<file path="config.mk">
export PLATFORM = sky130hd
export DESIGN_NAME = supply_reset_supervisor_wdt
export DESIGN_NICKNAME = d
export VERILOG_FILES = /design/src/supervisor_pkg.sv /design/src/sync_bus_if.sv /design/src/input_sync.sv /design/src/supply_reset_supervisor_wdt.sv
export VERILOG_INCLUDE_DIRS = /design/src
export SDC_FILE = /design/constraint.sdc
export NUM_CORES = 1
export LEC_CHECK = 0
export ABC_AREA = 1
export BUFFER_PORTS_ARGS = -buffer_cell sky130_fd_sc_hd__buf_4
export CORE_MARGIN = 1
export CORE_UTILIZATION = 41
export DETAILED_ROUTE_END_ITERATION = 8
export SKIP_LAST_GASP = 1
export SLEW_MARGIN = 20
export SYNTH_ARGS = -nofsm -noshare
export SYNTH_HDL_FRONTEND = slang
export SYNTH_SLANG_ARGS = --single-unit
export TNS_END_PERCENT = 10
</file>
<file path="constraint.sdc">
create_clock -name clk -period 3.1 [get_ports clk]
set_input_delay 0.31 -clock clk [delete_from_list [all_inputs] [get_ports clk]]
set_output_delay 0.31 -clock clk [all_outputs]
set_load 0.03 [all_outputs]
</file>
<file path="src/supervisor_regs.svh">
// Timing constants for the supply reset supervisor
`ifndef SUPERVISOR_REGS_SVH
`define SUPERVISOR_REGS_SVH

`define CLK_PERIOD_PS      64'd4000
`define RELEASE_DELAY_MS   64'd180
`define RELEASE_DELAY_CYC  ((`RELEASE_DELAY_MS * 64'd1000000000) / `CLK_PERIOD_PS)
`define WDT_TIMEOUT_MS     64'd800
`define WDT_TIMEOUT_CYC    ((`WDT_TIMEOUT_MS * 64'd1000000000 + `CLK_PERIOD_PS - 64'd1) / `CLK_PERIOD_PS)
`define CNT_W              32
`define CNT_ZERO           32'h0000_0000
`define CNT_ONE            32'h0000_0001
`define CNT_MAX            32'hffff_ffff
`define SYNC_RESET         3'h3
`define KICK_RESET         1'h0

`endif

</file>
<file path="src/supervisor_pkg.sv">
// Types shared by the supply reset supervisor
package supervisor_pkg;
    typedef enum logic [1:0] {
        HOLD,
        DELAY,
        RUN
    } rst_state_t;
endpackage

</file>
<file path="src/sync_bus_if.sv">
// Synchronised input levels and edge event passed to the supervisor core
`timescale 1ns/1ps
`default_nettype none
interface sync_bus_if;
    logic supplyLow;
    logic manualLow;
    logic kickEdge;
    modport src (output supplyLow, output manualLow, output kickEdge);
    modport dst (input supplyLow, input manualLow, input kickEdge);
endinterface
`default_nettype wire

</file>
<file path="src/input_sync.sv">
// Two-stage synchronisers and kick edge detector
`timescale 1ns/1ps
`default_nettype none
`include "supervisor_regs.svh"
module input_sync (
    // Clock and reset
    input  wire logic clk,
    input  wire logic rstSync_n,
    // Raw pins
    input  wire logic supplyLowIn,
    input  wire logic manualResetIn_n,
    input  wire logic kickIn,
    // Synchronised outputs
    sync_bus_if.src   bus
);
    logic [2:0] stage1;
    logic [2:0] stage2;
    logic       kickPrev;
    logic [2:0] next_stage1;
    logic [2:0] next_stage2;
    logic       next_kickPrev;

    always_comb begin
        next_stage1   = {kickIn, manualResetIn_n, supplyLowIn};
        next_stage2   = stage1;
        next_kickPrev = stage2[2];
    end

    always_ff @(posedge clk or negedge rstSync_n) begin
        if (!rstSync_n) begin
            stage1   <= `SYNC_RESET;
            stage2   <= `SYNC_RESET;
            kickPrev <= `KICK_RESET;
        end else begin
            stage1   <= next_stage1;
            stage2   <= next_stage2;
            kickPrev <= next_kickPrev;
        end
    end

    assign bus.supplyLow = stage2[0];
    assign bus.manualLow = ~stage2[1];
    assign bus.kickEdge  = stage2[2] ^ kickPrev;
endmodule
`default_nettype wire

</file>
<file path="src/supply_reset_supervisor_wdt.sv">
// Supply reset supervisor with manual reset and watchdog
`timescale 1ns/1ps
`default_nettype none
`include "supervisor_regs.svh"
// What this block does
// - Reset output goes low while supply is below the falling threshold.
// - After supply recovers past threshold plus hysteresis, hold reset for release delay.
// - Optional active-high output mirrors the active-low reset exactly.
// - Manual reset low forces reset regardless of supply or watchdog.
// - After manual reset returns high, release only after the release delay.
// - Kick input stuck high or low past the timeout triggers reset.
// - Watchdog counter clears on reset and on every kick edge.
// - Below minimum supply the outputs are undefined; no guarantee is made.
// - Watchdog, manual reset and active-high output are build-time options.
// - Release delay is nominally 180 ms, timed from the end of the cause.
// - Watchdog expiry asserts reset for the release delay and clears the counter.
module supply_reset_supervisor_wdt #(
    parameter bit          HAS_WATCHDOG    = 1'b1,
    parameter bit          HAS_MANUAL      = 1'b1,
    parameter bit          HAS_ACTIVE_HIGH = 1'b1,
    parameter logic [31:0] RELEASE_CYCLES  = 32'(`RELEASE_DELAY_CYC),
    parameter logic [31:0] TIMEOUT_CYCLES  = 32'(`WDT_TIMEOUT_CYC)
) (
    // Clock and reset
    input  wire logic clk,
    input  wire logic rst_n,
    // Monitored inputs
    input  wire logic supplyLowIn,
    input  wire logic manual_reset_n,
    input  wire logic watchdog_kick_in,
    // Reset outputs
    output var  logic resetOut_n,
    output var  logic resetOut
);
    // ----------------------------------------
    // Reset release
    // ----------------------------------------
    logic rstMeta_n;
    logic rstSync_n;

    always_ff @(posedge clk or negedge rst_n) begin
        if (!rst_n) begin
            rstMeta_n <= 1'b0;
            rstSync_n <= 1'b0;
        end else begin
            rstMeta_n <= 1'b1;
            rstSync_n <= rstMeta_n;
        end
    end

    // ----------------------------------------
    // Input synchronisers
    // ----------------------------------------
    sync_bus_if syncBus ();

    input_sync i_input_sync (
        .clk             (clk),
        .rstSync_n       (rstSync_n),
        .supplyLowIn     (supplyLowIn),
        .manualResetIn_n (manual_reset_n),
        .kickIn          (watchdog_kick_in),
        .bus             (syncBus)
    );

    // ----------------------------------------
    // Reset sequencer and watchdog
    // ----------------------------------------
    supervisor_pkg::rst_state_t state;
    supervisor_pkg::rst_state_t next_state;
    logic [`CNT_W-1:0]          delayCnt;
    logic [`CNT_W-1:0]          next_delayCnt;
    logic [`CNT_W-1:0]          wdtCnt;
    logic [`CNT_W-1:0]          next_wdtCnt;
    logic                       next_resetOut_n;
    logic                       next_resetOut;
    logic                       manualHold;
    logic                       wdtExpire;
    logic                       cause;

    // ----------------------------------------
    // Counter and state helpers
    // ----------------------------------------
    // Last cycle of a span of limit cycles counted up from zero
    function automatic logic countDone(
        input logic [`CNT_W-1:0] cnt,
        input logic [`CNT_W-1:0] limit
    );
        countDone = (cnt >= limit - `CNT_ONE);
    endfunction

    // Saturates so a counter left running can never wrap back to zero
    function automatic logic [`CNT_W-1:0] countStep(
        input logic [`CNT_W-1:0] cnt
    );
        if (cnt == `CNT_MAX) begin
            countStep = cnt;
        end else begin
            countStep = cnt + `CNT_ONE;
        end
    endfunction

    // Run is the only state in which reset is released
    function automatic logic isRun(
        input supervisor_pkg::rst_state_t s
    );
        isRun = (s == supervisor_pkg::RUN);
    endfunction

    // ----------------------------------------
    // Reset causes
    // ----------------------------------------
    // below the minimum supply this logic is unpowered; no output level is promised
    always_comb begin
        manualHold = HAS_MANUAL && syncBus.manualLow;
        wdtExpire  = HAS_WATCHDOG && isRun(state)
                     && countDone(wdtCnt, TIMEOUT_CYCLES);
        cause      = syncBus.supplyLow || manualHold;
    end

    // ----------------------------------------
    // Sequencer state
    // ----------------------------------------
    always_comb begin
        next_state = state;
        case (state)
            supervisor_pkg::HOLD: begin
                if (!cause) begin
                    next_state = supervisor_pkg::DELAY;
                end
            end
            supervisor_pkg::DELAY: begin
                if (cause) begin
                    next_state = supervisor_pkg::HOLD;
                end else if (countDone(delayCnt, RELEASE_CYCLES)) begin
                    next_state = supervisor_pkg::RUN;
                end
            end
            supervisor_pkg::RUN: begin
                if (cause) begin
                    next_state = supervisor_pkg::HOLD;
                end else if (wdtExpire) begin
                    next_state = supervisor_pkg::DELAY;
                end
            end
            default: begin
                next_state = supervisor_pkg::HOLD;
            end
        endcase
    end

    always_ff @(posedge clk or negedge rstSync_n) begin
        if (!rstSync_n) begin
            state <= supervisor_pkg::HOLD;
        end else begin
            state <= next_state;
        end
    end

    // ----------------------------------------
    // Release delay counter
    // ----------------------------------------
    // Counts only while the delay runs on; any other move restarts it from zero
    always_comb begin
        if ((state == supervisor_pkg::DELAY) && (next_state == supervisor_pkg::DELAY)) begin
            next_delayCnt = countStep(delayCnt);
        end else begin
            next_delayCnt = `CNT_ZERO;
        end
    end

    always_ff @(posedge clk or negedge rstSync_n) begin
        if (!rstSync_n) begin
            delayCnt <= `CNT_ZERO;
        end else begin
            delayCnt <= next_delayCnt;
        end
    end

    // ----------------------------------------
    // Watchdog counter
    // ----------------------------------------
    // Held at zero outside run, so kicks during reset are ignored
    // Expiry and a kick in the same cycle: expiry wins
    always_comb begin
        if (!HAS_WATCHDOG || !isRun(state) || !isRun(next_state)) begin
            next_wdtCnt = `CNT_ZERO;
        end else if (syncBus.kickEdge) begin
            next_wdtCnt = `CNT_ZERO;
        end else begin
            next_wdtCnt = countStep(wdtCnt);
        end
    end

    always_ff @(posedge clk or negedge rstSync_n) begin
        if (!rstSync_n) begin
            wdtCnt <= `CNT_ZERO;
        end else begin
            wdtCnt <= next_wdtCnt;
        end
    end

    // ----------------------------------------
    // Reset outputs
    // ----------------------------------------
    always_comb begin
        next_resetOut_n = isRun(next_state);
        next_resetOut   = HAS_ACTIVE_HIGH && !isRun(next_state);
    end

    always_ff @(posedge clk or negedge rstSync_n) begin
        if (!rstSync_n) begin
            resetOut_n <= 1'b0;
            resetOut   <= HAS_ACTIVE_HIGH;
        end else begin
            resetOut_n <= next_resetOut_n;
            resetOut   <= next_resetOut;
        end
    end
endmodule
`default_nettype wire

</file>
=== Yosys cells after proc, flatten, opt, wreduce, memory -nomap -nowiden ===
Index checks and enable logic that the tools add are counted.

* Bits in registers: 77
* Output and inout port bits: 2

* Bitwise operators: 2
* $add $sub $neg: 2
* Muxes and demuxes: 11
* Order comparisons: 2
* Equality and inequality tests: 8
* Reduce and logical (&&, ||, !) cells: 7

{| class="wikitable"
|+ Operator list
! operator !! number
|-
| $mux 32 || 5
|-
| $add 32x1->32 const B || 2
|-
| $eq 32x32->1 const B || 2
|-
| $ge 32x26->1 const B || 1
|-
| $ge 32x28->1 const B || 1
|-
| $mux 2 || 5
|-
| $pmux 2 s3 || 1
|-
| $eq 2x1->1 const B || 2
|-
| $eq 2x2->1 const B || 2
|-
| $ne 3x2->1 const B || 1
|-
| $logic_and 1x1->1 || 2
|-
| $logic_not 1->1 || 2
|-
| $logic_not 2->1 || 1
|-
| $logic_or 1x1->1 || 2
|-
| $ne 2x2->1 const B || 1
|-
| $not 1->1 || 1
|-
| $xor 1x1->1 || 1
|}

=== Logic depth before layout (Yosys ltp) ===
Gate-level depths: netlist (run 1).

* Depth after elaboration: 9
* Gate-level depth with buffers: 14
* Depth with buffers taken out: 14

=== Modules after synthesis ===
From an unflattened synthesis (run 1), not the netlist that was laid out.

* Cells, all modules: 497
* Area, all modules: 4101.4 um2

{| class="wikitable"
|+ Modules (own cells, without submodules)
! module !! times used !! cells an instance !! sequential area each (um2) !! area each (um2)
|-
| supply_reset_supervisor_wdt || 1 || 484 || 1752.9 || 3898.7
|-
| input_sync || 1 || 13 || 180.2 || 202.7
|}

=== Least setup slack after synthesis (run 1) ===
Ideal clock, no wire load.

* Kind: reg2reg
* Start point: register wdtCnt[0]
* End point: register wdtCnt[21]
* Path slack: 1.349 ns
* Library setup time: 0.073 ns
* Path buffers: 1
* Period minus slack after synthesis: 1.751 ns
* Cell stages (with the launch flop): 13
* Data arrival time: 1.678 ns
* Required time: 3.027 ns
* Path through: dfrtp_1 -> ha_1 -> nand2_2 -> nor2_4 -> nand3_2 -> nor2_4 -> nand2_4 -> nor2_4 -> nand2_2 -> nor2_4 -> nand3_4 -> buf_6 -> a21oi_2

* Longest elaborated chain between the ends: 9
* Elaborated cells between the ends (all ways): 14

{| class="wikitable"
|+ RTL lines
! item !! RTL line !! text
|-
| start, declared || supply_reset_supervisor_wdt.sv:72 || <nowiki>logic [`CNT_W-1:0] wdtCnt;</nowiki>
|-
| start signal, assigned || supply_reset_supervisor_wdt.sv:196 || <nowiki>wdtCnt <= `CNT_ZERO;</nowiki>
|-
| start signal, assigned || supply_reset_supervisor_wdt.sv:198 || <nowiki>wdtCnt <= next_wdtCnt;</nowiki>
|-
| $ge 32x28->1 (no source line) || - ||
|-
| $logic_and 1x1->1 || supply_reset_supervisor_wdt.sv:116 || <nowiki>&& countDone(wdtCnt, TIMEOUT_CYCLES);</nowiki>
|-
| $mux 2 || supply_reset_supervisor_wdt.sv:141 || <nowiki>end else if (wdtExpire) begin</nowiki>
|-
| $mux 2 || supply_reset_supervisor_wdt.sv:139 || <nowiki>if (cause) begin</nowiki>
|-
| $pmux 2 s3 || supply_reset_supervisor_wdt.sv:125 || <nowiki>case (state)</nowiki>
|-
| $eq 2x2->1 || supply_reset_supervisor_wdt.sv:106 || <nowiki>isRun = (s == supervisor_pkg::RUN);</nowiki>
|-
| $logic_not 1->1 || supply_reset_supervisor_wdt.sv:185 || <nowiki>if (!HAS_WATCHDOG || !isRun(state) || !isRun(next_state)) begin</nowiki>
|-
| $logic_or 1x1->1 || supply_reset_supervisor_wdt.sv:185 ||
|-
| $ne 3x2->1 (no source line) / $mux 32 (equally long branches) || - ||
|}

Parallel ways exist; a longest one is shown, timed or not. The select of a mux whose other input is x is not followed.
A chain may end at the register's enable or synchronous reset.

=== Worst setup path after layout (run 1) ===
* Start point: register wdtCnt[0]
* End point: register wdtCnt[14]

Same word-level chain as after synthesis.

==> metrics.cfg, run 1 <==
[run_status]
status=finished clean

[global_route]
track_usage_pct=18.67
antenna_found_initial=0
grt_pass1_vias=3178
gr-total-overflow=0
grt_pass1_wl_um=14900
grt_max_degree=76

[floorplanning]
io-pin-count=7
start_util_pct=42.40
die_y_um=102.5
fp.dieW_um=102.5
rows=36
core_sq_mm=0.009774
die_area_sq_mm=0.01051

[logic_synthesis]
synth_top_area_share_pct=43.48
synth-edff-count=0
synthDistinctLibCells=43
yosys-top-cells-area=dfrtp_1, nand2_1, nor2_1
synthCells=520
netlist_area_sq_mm=0.004144
yosys_warnings=0
ys_ff_latch=77
ys_seq_area_share_pct=46.65
async_flop_share_pct=100.0
synth.most_common_cell=nand2_1
synthFlopType=dfrtp_1
avgSynthCellArea_sq_um=7.969
yosys-top-cells-count=nand2_1, dfrtp_1, nor2_1
synth_area_leader_cell=dfrtp_1

[clock_tree]
cts_num_sinks=77
path_clk_slew_ns=0.10
insertion_delay_ns=0.37
clockBufferDepth=2
cts_tree=built
h-tree-depth=3
cts-buffers-inserted=9
root_buffer=clkbuf_8

[drt]
routed_wl_um=8799
dr.pass1.iters=5
ant_nets=0
dr_total_vias=3395
wl_per_cell_um=12.96
drt_iter0_markers=221
vias_per_cell=5.000
drcViolationCount=0

[pwr]
ir_worst_vdd_mv=0.3311
powerDensity_mw_per_mm2=411.9
finalPower_uw=1879
leakagePower_uw=0.002018

[timing]
timing.fmax_mhz=440.4
slew_viol_final=0
skew_ns=0.01481
fin_tns_setup_ns=0
worst_slew_pin_slew_ns=0.9816
fin_crit_sh_pct=73.24
holdWs_ns=0.05166
rsz0062_at_grt=false
finalSetupViolations=0
fin_crit_ns=2.270
report.final.hold_viol_count=0
slew_headroom_pct=34.56

[worst_setup_path]
crit_type=flip-flop to flip-flop
crit_path_cell_trace=ha_1 > nand2_2 > nor2_4 > nand3_1 > nor2_1 > nand2_1 > nand3_1 > nand3_1 > nand2_1 > nor2_2 > nand2_1 > a21oi_2
cpPeakStageDelay_ns=0.47
critPathMaxFanout=13
cp-end-kind=flip-flop
required_ns=3.39
worst-r2r-cell-count=12
critical-path-slowest-cell=nor2_2
critPathLaunchType=flip-flop
reg2reg_slack_ns=0.83
arrival_ns=2.56

[place]
dp_hpwl_um=6247
numPortBuffers=6
dp_cells=662
gp_congestion=0.8644

[cells_and_area]
final_cells=679
final_nets=548
drive_above_1_share_pct=14.47
nFillCells=968
seq_area_sq_mm=0.001937
multiInputGateArea_sq_mm=0.001966
n_antenna_cell=0
syn_to_final_growth_pct=10.05

[min_path]
hold_class=primary input to flip-flop
hold_depth=1

[job]
cap_violations=0

==> layout make-up <==
class / instances / area share (%)
Multi-Input combinational cell: 384 / 43.10
Sequential cell: 77 / 42.47
Inverter: 62 / 5.103
Tap cell: 133 / 3.649
Clock buffer: 9 / 2.716
Clock inverter: 7 / 1.756
Timing Repair Buffer: 7 / 1.207
==> final timing paths <==
kind / startpoint / end
min: supplyLowIn / i_input_sync.next_stage2[0]
min in group asynchronous: rst_n / rstSync_n
max in group asynchronous: rstSync_n / wdtCnt[20]
min reg2reg: i_input_sync.next_stage2[0] / i_input_sync.stage2[0]
max: wdtCnt[0] / wdtCnt[14]
max reg2reg: wdtCnt[0] / wdtCnt[14]
==> per-stage QoR <==
step           util, %  area [sq um]  setup slack, ns
4_1_cts          46.66          4561           0.7857
2_1_floorplan        -          4178           0.8055
3_3_place_gp     44.47          4347           0.8737
3_5_place_dp     44.47          4347           0.8581
5_1_grt          46.66          4561           0.5625
6_report         46.66          4561           0.8296
==> metal layers <==
metal  vias to the layer above  global-route usage [%]  part of all wire, %
li1                       1712                       -                    -
met1                      1614                   27.18                   51
met2                        63                   27.59                   44
met3                         6                   4.407                  3.7
met4                         0                   5.604                 0.89
met5                         -                       0                    0
==> flip-flops by register name, indices dropped and copies added (netlist names) <==
name / flops
rstMeta_n: 1
delayCnt: 32
wdtCnt: 32
resetOut: 1
i_input_sync.stage2: 3
i_input_sync.kickPrev: 1
state: 2
resetOut_n: 1
i_input_sync.next_stage2: 3
rstSync_n: 1
==> placed cells by master (no fill, tap or decap), drive strengths merged, types with 11 or more instances in the layout <==
master | netlist | final
a21oi | 33 | 33
nand3 | 45 | 45
nand2 | 129 | 129
conb | 2 | 11
nor2 | 81 | 81
nand4 | 18 | 18
o21ai | 15 | 15
dfrtp | 72 | 72
inv | 61 | 64
nor3 | 14 | 14
==> power by group <==
part           total, uW  switching [uW]  internal [uW]
combinational       44.2            31.4           12.8
sequential          1040            24.6           1020
clock                790             408            381
==> worst max-delay path: cells and delay by family, from the launching register on <==
family | cells | cell delay, ns
adder cells (fa/ha/maj) | 1 | 0.25
AO/OA/AOI/OAI | 1 | 0.13
flip-flops | 1 | 0.45
AND/OR/NAND/NOR | 10 | 1.35
==> cells by family after synthesis <==
family / share of synthesized area, %
xor+xnor: 2.717
other cells: 0.1812
fa+ha+maj: 0.6038
simple gates: 35.15
buf+inv: 6.733
compound gates: 7.971
flops: 46.65
==> what timing repair did <==
action	CTS	global route
buffers inserted	0	0
gates resized for setup	0	0
endpoints found under the hold margin	2	0
hold buffers	1	0
(Power assumes the default switching activity.)
==> run 2, diff against run 1 <==
- ABC_AREA: 1 -> 0
- clock period: 3.1 -> 2.05 ns (I/O delays scaled with it)
==> run 2 against run 1 <==
Against the previous run: routed wire length decreased by 10%; critical path depth is 6 lower; worst hold slack better by 0.11 ns; sequential share of layout area down 0.26 points; worst setup slack got worse by 0.76 ns; cell area rose by 0.49%; power is 47% higher; utilization increased by 5.1 points; register-to-register slack got worse by 0.76 ns; flip-flop and latch count stayed put; fmax rose by 14%; first-iteration DRC count shrank 40%; largest cell class is now flip-flops and latches; highest routed layer unchanged.
==> metrics.cfg, run 2 <==
[worst_setup_path]
critPathLaunchType=flip-flop
cp-end-kind=flip-flop
required_ns=2.29  ; -1.10 ns
crit_type=flip-flop to flip-flop
critPathMaxFanout=4  ; -9
reg2reg_slack_ns=0.07  ; -0.76 ns
arrival_ns=2.22  ; -0.34 ns
cp-endpoint=wdtCnt[26]
worst-r2r-cell-count=6  ; -6
critical_path.startpoint=wdtCnt[1]
r2r_start=wdtCnt[1]
r2r-end=wdtCnt[26]

[cells_and_area]
final_common_cell=dfrtp_1
multiInputGateArea_sq_mm=0.001893  ; -3.7%
seq_area_sq_mm=0.001934  ; -0.13%
reg.largest.list=delayCnt (32), wdtCnt (32)
fin_util_pct=51.80  ; +5.1 points
nFillCells=834  ; -14%
drive_above_1_share_pct=21.46  ; +7.0 points
n_antenna_cell=0  ; unchanged
syn_to_final_growth_pct=20.61
final_nets=440  ; -20%
final_cell_mix=dfrtp_1, nor2_1, buf_4

[logic_synthesis]
synth_area_leader_cell=dfrtp_1
yosys-top-cells-area=dfrtp_1, xnor2_1, nor2_1
synthCells=379  ; -27%
synthFlopType=dfrtp_1
netlist_area_sq_mm=0.003800  ; -8.3%
synth.most_common_cell=dfrtp_1
synthDistinctLibCells=51  ; +19%
synthXorXnorAreaFrac_pct=7.606  ; +4.9 points
synth_top_family_by_area=simple AND/OR/NAND/NOR gates
ys_ff_latch=77  ; unchanged
synth-edff-count=0  ; unchanged
synth_top_area_share_pct=47.42  ; +3.9 points
synthMuxAreaShare_pct=1.054  ; +1.1 points
synth_simple_gate_area_share_pct=26.34  ; -8.8 points
yosys-top-cells-count=dfrtp_1, nor2_1, a21oi_1
async_flop_share_pct=100.0  ; unchanged
yosys_warnings=0  ; unchanged
synth_compound_area_share_pct=10.96  ; +3.0 points
ys_seq_area_share_pct=50.87  ; +4.2 points
avgSynthCellArea_sq_um=10.03  ; +26%
synthAdderAreaFrac_pct=0.6585  ; +0.055 points

[clock_tree]
path_clk_slew_ns=0.09  ; about the same
clockBufferDepth=2  ; unchanged
root_buffer=clkbuf_8
insertion_delay_ns=0.35  ; -0.02 ns
cts_num_sinks=77  ; unchanged
cts_tree=built
cts-buffers-inserted=9  ; unchanged
h-tree-depth=3  ; unchanged

[global_route]
gr-total-overflow=0  ; unchanged
grt_pass1_wl_um=14020  ; -5.9%
antenna_found_initial=0  ; unchanged
grt_max_degree=56  ; -26%
grt_pass1_vias=3003  ; -5.5%
track_usage_pct=17.91  ; -0.76 points

[timing]
skew_ns=0.01332  ; -0.001495 ns
fin_crit_ns=1.984  ; -0.2866 ns
slew_viol_final=0  ; unchanged
slew_headroom_pct=63.66  ; +29 points
report.final.hold_viol_count=0  ; unchanged
rsz0062_at_grt=true
worst_slew_pin_slew_ns=0.5401  ; -0.4415 ns
finalSetupViolations=0  ; unchanged
fin_crit_sh_pct=96.77  ; +24 points
timing.fmax_mhz=504.1  ; +14%

[pwr]
p_int_uw=2054  ; +45%
finalPower_uw=2763  ; +47%
p_sw_uw=709.8  ; +53%
power_frac_clock_pct=41.3  ; -0.7 points
combPwrFrac_pct=2.3  ; about the same
leakagePower_uw=0.001790  ; -11%
seqPwrFrac_pct=56.3  ; +0.7 points
powerDensity_mw_per_mm2=602.9  ; +46%
ir_worst_vdd_mv=0.2771  ; -16%
switching_share_pct=25.69  ; +0.98 points

[run_status]
status=finished clean

[floorplanning]
rows=34  ; -5.6%
fp.dieW_um=98.27  ; -4.2%
start_util_pct=42.94  ; +0.55 points
core_sq_mm=0.008848  ; -9.5%
die_area_sq_mm=0.009657  ; -8.1%
io-pin-count=7  ; unchanged
die_y_um=98.27  ; -4.2%

[place]
dp_hpwl_um=5528  ; -12%
numPortBuffers=6  ; unchanged
gp_congestion=0.8123  ; -6.0%

[drt]
drcViolationCount=0  ; unchanged
ant_nets=0  ; unchanged
routed_wl_um=7905  ; -10%
dr.pass1.iters=4  ; -1
drt_iter0_markers=132  ; -40%
wl_per_cell_um=14.48  ; +12%
vias_per_cell=5.553  ; +11%
dr_total_vias=3032  ; -11%

[min_path]
hold_class=primary input to async pin

[job]
cap_violations=0  ; unchanged

==> run 2: per-layer routing <==
| metal | part of all wire, % | track usage [%] | wire [um] | vias up |
|---|---|---|---|---|
| li1 | - | - | - | 1506 |
| met1 | 51 | 25.60 | 4027 | 1492 |
| met2 | 46 | 27.84 | 3641 | 25 |
| met3 | 1.9 | 2.720 | 147 | 9 |
| met4 | 1.1 | 6.085 | 90 | 0 |
| met5 | 0 | 0 | 0 | - |
==> run 2: repair_timing <==
item,in CTS,in global routing
hold endpoints to repair,5,0
pin swaps,0,2
resized for setup,1,17
hold buffers,4,0
setup endpoints to repair,2,54
setup buffers,0,1
==> run 2: stage by stage <==
stage | worst slack (ns) | hold slack [ns] | std cells | TNS (ns) | cell area (sq um)
after floorplan | 0.08418 | -0.09059 | 388 | 0 | 3835
after global placement | -0.001234 | -0.01280 | 525 | -0.001234 | 4255
after detailed placement | -0.03006 | -0.01159 | 525 | -0.03006 | 4255
after CTS | -0.02224 | 0.1402 | 545 | -0.02224 | 4497
after global routing | -0.02788 | 0.1406 | 546 | -0.1650 | 4583
final | 0.06617 | 0.1605 | 546 | 0 | 4583
==> run 2: power groups by stage <==
stage | logic [uW] | clock network (uW) | registers (uW)
floorplan | 11.3 | 0 | 1600
global placement | 60.7 | 0 | 1580
detailed placement | 61.3 | 0 | 1590
CTS | 67.6 | 1190 | 1560
global route | 75.5 | 1250 | 1560
finish | 64.8 | 1140 | 1560
==> run 2: area by class of cell <==
cell class	count	share of cell area, %
well taps	108	2.948
clock inverters	7	1.556
clock buffers	9	2.703
repair buffers	49	9.036
flip-flops and latches	77	42.21
multi-input cells	293	41.30
inverters	3	0.2457
==> run 2: kinds of logic (layout without fill, tap and decap cells) <==
family                     count (synthesis)  count (layout)
AOI/OAI and AO/OA                         62              62
xor gates and xnor gates                  33              33
adders and majority gates                  2               2
buffers and inverters                     18              68
DFF                                       77              77
muxes                                      4               4
other                                      2              11
and+or+nand+nor                          181             181
==> run 2: how the worst min path moves through the flow <==
| stage | end | slack (ns) | cells past startpoint |
|---|---|---|---|
| 6_report | rstSync_n | 0.16 | 2 |
| 5_1_grt | rstMeta_n | 0.14 | 2 |
| 4_1_cts | rstSync_n | 0.14 | 2 |
| 3_5_place_dp | rstMeta_n | -0.01 | 1 |
| 3_3_place_gp | rstMeta_n | -0.01 | 1 |
| 2_1_floorplan | rstMeta_n | -0.09 | 0 |
==> run 2: worst max-delay path, stage by stage (launching register included) <==
cell,delay [ns]
dfrtp_1,0.38
ha_2,0.19
nand4_1,0.17
or4_4,0.63
nor4_2,0.21
mux2i_1,0.24
nor2_1,0.05
==> run 3, diff against run 2 <==
- clock period: 2.05 -> 1.7 ns (I/O delays scaled with it)
==> run 3 against run 2 <==
Against the previous run: the run now ends with negative setup slack left; die area stayed put; critical path type unchanged; utilization grew 6.2 points; highest routed layer unchanged; via count grew 8.7%; cell area up 12%; routed wire length grew 13%; clock power up 13%.
==> metrics.cfg, run 3 (synthesis results as in run 2) <==
[pwr]
leakagePower_uw=0.002172  ; +21%
p_int_uw=2444  ; +19%
p_sw_uw=812.0  ; +14%
combPwrFrac_pct=2.8  ; +0.5 points
power_frac_clock_pct=39.6  ; -1.7 points
switching_share_pct=24.94  ; -0.75 points
ir_worst_vdd_mv=0.3610  ; +30%
powerDensity_mw_per_mm2=634.1  ; +5.2%
seqPwrFrac_pct=57.6  ; +1.3 points

[worst_setup_path]
arrival_ns=2.23  ; about the same
critPathMaxFanout=26  ; +22
crit_path_cell_trace=nor4_2 > buf_4 > nand3_1 > or4_1 > o211ai_2 > buf_12 > a21oi_1
required_ns=1.93  ; -0.36 ns
worst-r2r-cell-count=7  ; +1
critical-path-slowest-cell=or4_1
critPathLaunchType=flip-flop
reg2reg_slack_ns=-0.30  ; -0.37 ns
r2r_start=delayCnt[30]
r2r-end=delayCnt[12]
crit_type=flip-flop to flip-flop
cp-end-kind=flip-flop
cpPeakStageDelay_ns=0.45  ; -0.18 ns

[timing]
finalSetupViolations=58  ; +58
report.final.hold_viol_count=0  ; unchanged
fin_crit_sh_pct=117.9  ; +21 points
rsz0062_at_grt=true
skew_ns=0.01065  ; -0.002666 ns
holdWs_ns=0.1216  ; -0.03893 ns
timing.fmax_mhz=498.8  ; -1.0%
fin_crit_ns=2.005  ; +0.02085 ns
slew_viol_final=0  ; unchanged
fin_tns_setup_ns=-14.49  ; -14.49 ns
fin_ws_ns=-0.3047  ; -0.3708 ns

[floorplanning]
rows=34  ; unchanged
fp.dieW_um=98.27  ; unchanged
core_sq_mm=0.008848  ; unchanged
die_y_um=98.27  ; unchanged
start_util_pct=42.94  ; unchanged
die_area_sq_mm=0.009657  ; unchanged
io-pin-count=7  ; unchanged

[clock_tree]
cts_num_sinks=77  ; unchanged
path_clk_slew_ns=0.09  ; about the same
h-tree-depth=3  ; unchanged
cts-buffers-inserted=9  ; unchanged
cts_tree=built
insertion_delay_ns=0.36  ; about the same
clockBufferDepth=2  ; unchanged
root_buffer=clkbuf_8

[global_route]
grt_pass1_vias=3287  ; +9.5%
grt_max_degree=76  ; +36%
gr-total-overflow=0  ; unchanged
track_usage_pct=19.39  ; +1.5 points
antenna_found_initial=0  ; unchanged
grt_pass1_wl_um=14970  ; +6.7%

[drt]
drcViolationCount=0  ; unchanged
dr.pass1.iters=4  ; unchanged
dr_total_vias=3296  ; +8.7%
wl_per_cell_um=14.50  ; +0.17%
drt_iter0_markers=122  ; -7.6%
vias_per_cell=5.351  ; -3.6%
ant_nets=0  ; unchanged
routed_wl_um=8934  ; +13%

[cells_and_area]
seq_area_sq_mm=0.001934  ; unchanged
final_common_cell=buf_4
final_cells=616  ; +13%
syn_to_final_growth_pct=35.13
final_cell_mix=buf_4, dfrtp_1, nor2_1
drive_above_1_share_pct=32.48  ; +11 points
final_nets=510  ; +16%
nFillCells=767  ; -8.0%
reg.largest.list=delayCnt (32), wdtCnt (32)
multiInputGateArea_sq_mm=0.001906  ; +0.66%
n_antenna_cell=0  ; unchanged

[place]
dp_cells=593  ; +13%
dp_hpwl_um=6059  ; +9.6%
numPortBuffers=6  ; unchanged
gp_congestion=0.8510  ; +4.8%

[job]
cap_violations=0  ; unchanged

[run_status]
status=finished, violations left
failed_checks=negative setup slack

[min_path]
hold_class=primary input to async pin

-- run 3: critical path, delay by kind of cell, from the launching register on --
kind	cells	cell delay (ns)
buf+inv	2	0.37
flops	1	0.40
simple gates	3	0.80
compound gates	2	0.29
-- run 3: power by group through the flow --
stage               clock network, uW  registers, uW  logic, uW
floorplan                           0           1930       13.7
global placement                    0           1910       82.0
detailed placement                  0           1910       83.5
finish                           1290           1880       89.9
CTS                              1330           1870       92.3
global route                     1400           1880        103
-- run 3: metrics by stage --
step                instance area, sq um  worst slack (ns)  total power [uW]  utilization (%)
floorplan                           3835           -0.2658              1947                -
global placement                    4766           -0.2762              1991            53.86
detailed placement                  4766           -0.3194              1993            53.86
CTS                                 5027           -0.3006              3299            56.82
global route                        5135           -0.3899              3380            58.03
finish                              5135           -0.3047              3256            58.03
-- run 3: repair_timing --
action / 4_1_cts / 5_1_grt
endpoints found under the setup margin: 58 / 58
gates resized for setup: 9 / 14
pin swaps: 1 / 2
hold buffers: 4 / 0
gates cloned: 0 / 1
setup buffers: 0 / 2
hold endpoints to repair: 5 / 0
-- run 3: worst max path at each step --
stage,to,cells after the start,startpoint
after CTS,delayCnt[16],7,delayCnt[30]
after detailed placement,wdtCnt[8],7,wdtCnt[0]
final,delayCnt[12],7,delayCnt[30]
after floorplan,wdtCnt[5],8,wdtCnt[0]
after global placement,wdtCnt[26],6,wdtCnt[0]
after global routing,delayCnt[12],7,delayCnt[30]
-- run 3: per-layer routing --
layer / up-vias / GRT usage (%) / share of wire, %
met5: - / 0 / 0
met4: 0 / 6.085 / 0.76
met3: 6 / 3.865 / 2.9
met2: 54 / 32.02 / 49
met1: 1601 / 25.73 / 47
li1: 1635 / - / -
-- run 3: final cells by class --
type / instances / share of cell area [%]
clock inverter: 7 / 1.145
tap: 108 / 2.632
sequential: 77 / 37.67
inverter: 3 / 0.2193
clock buffer: 9 / 2.412
multi-input combinational: 293 / 37.11
timing repair buffer: 119 / 18.81
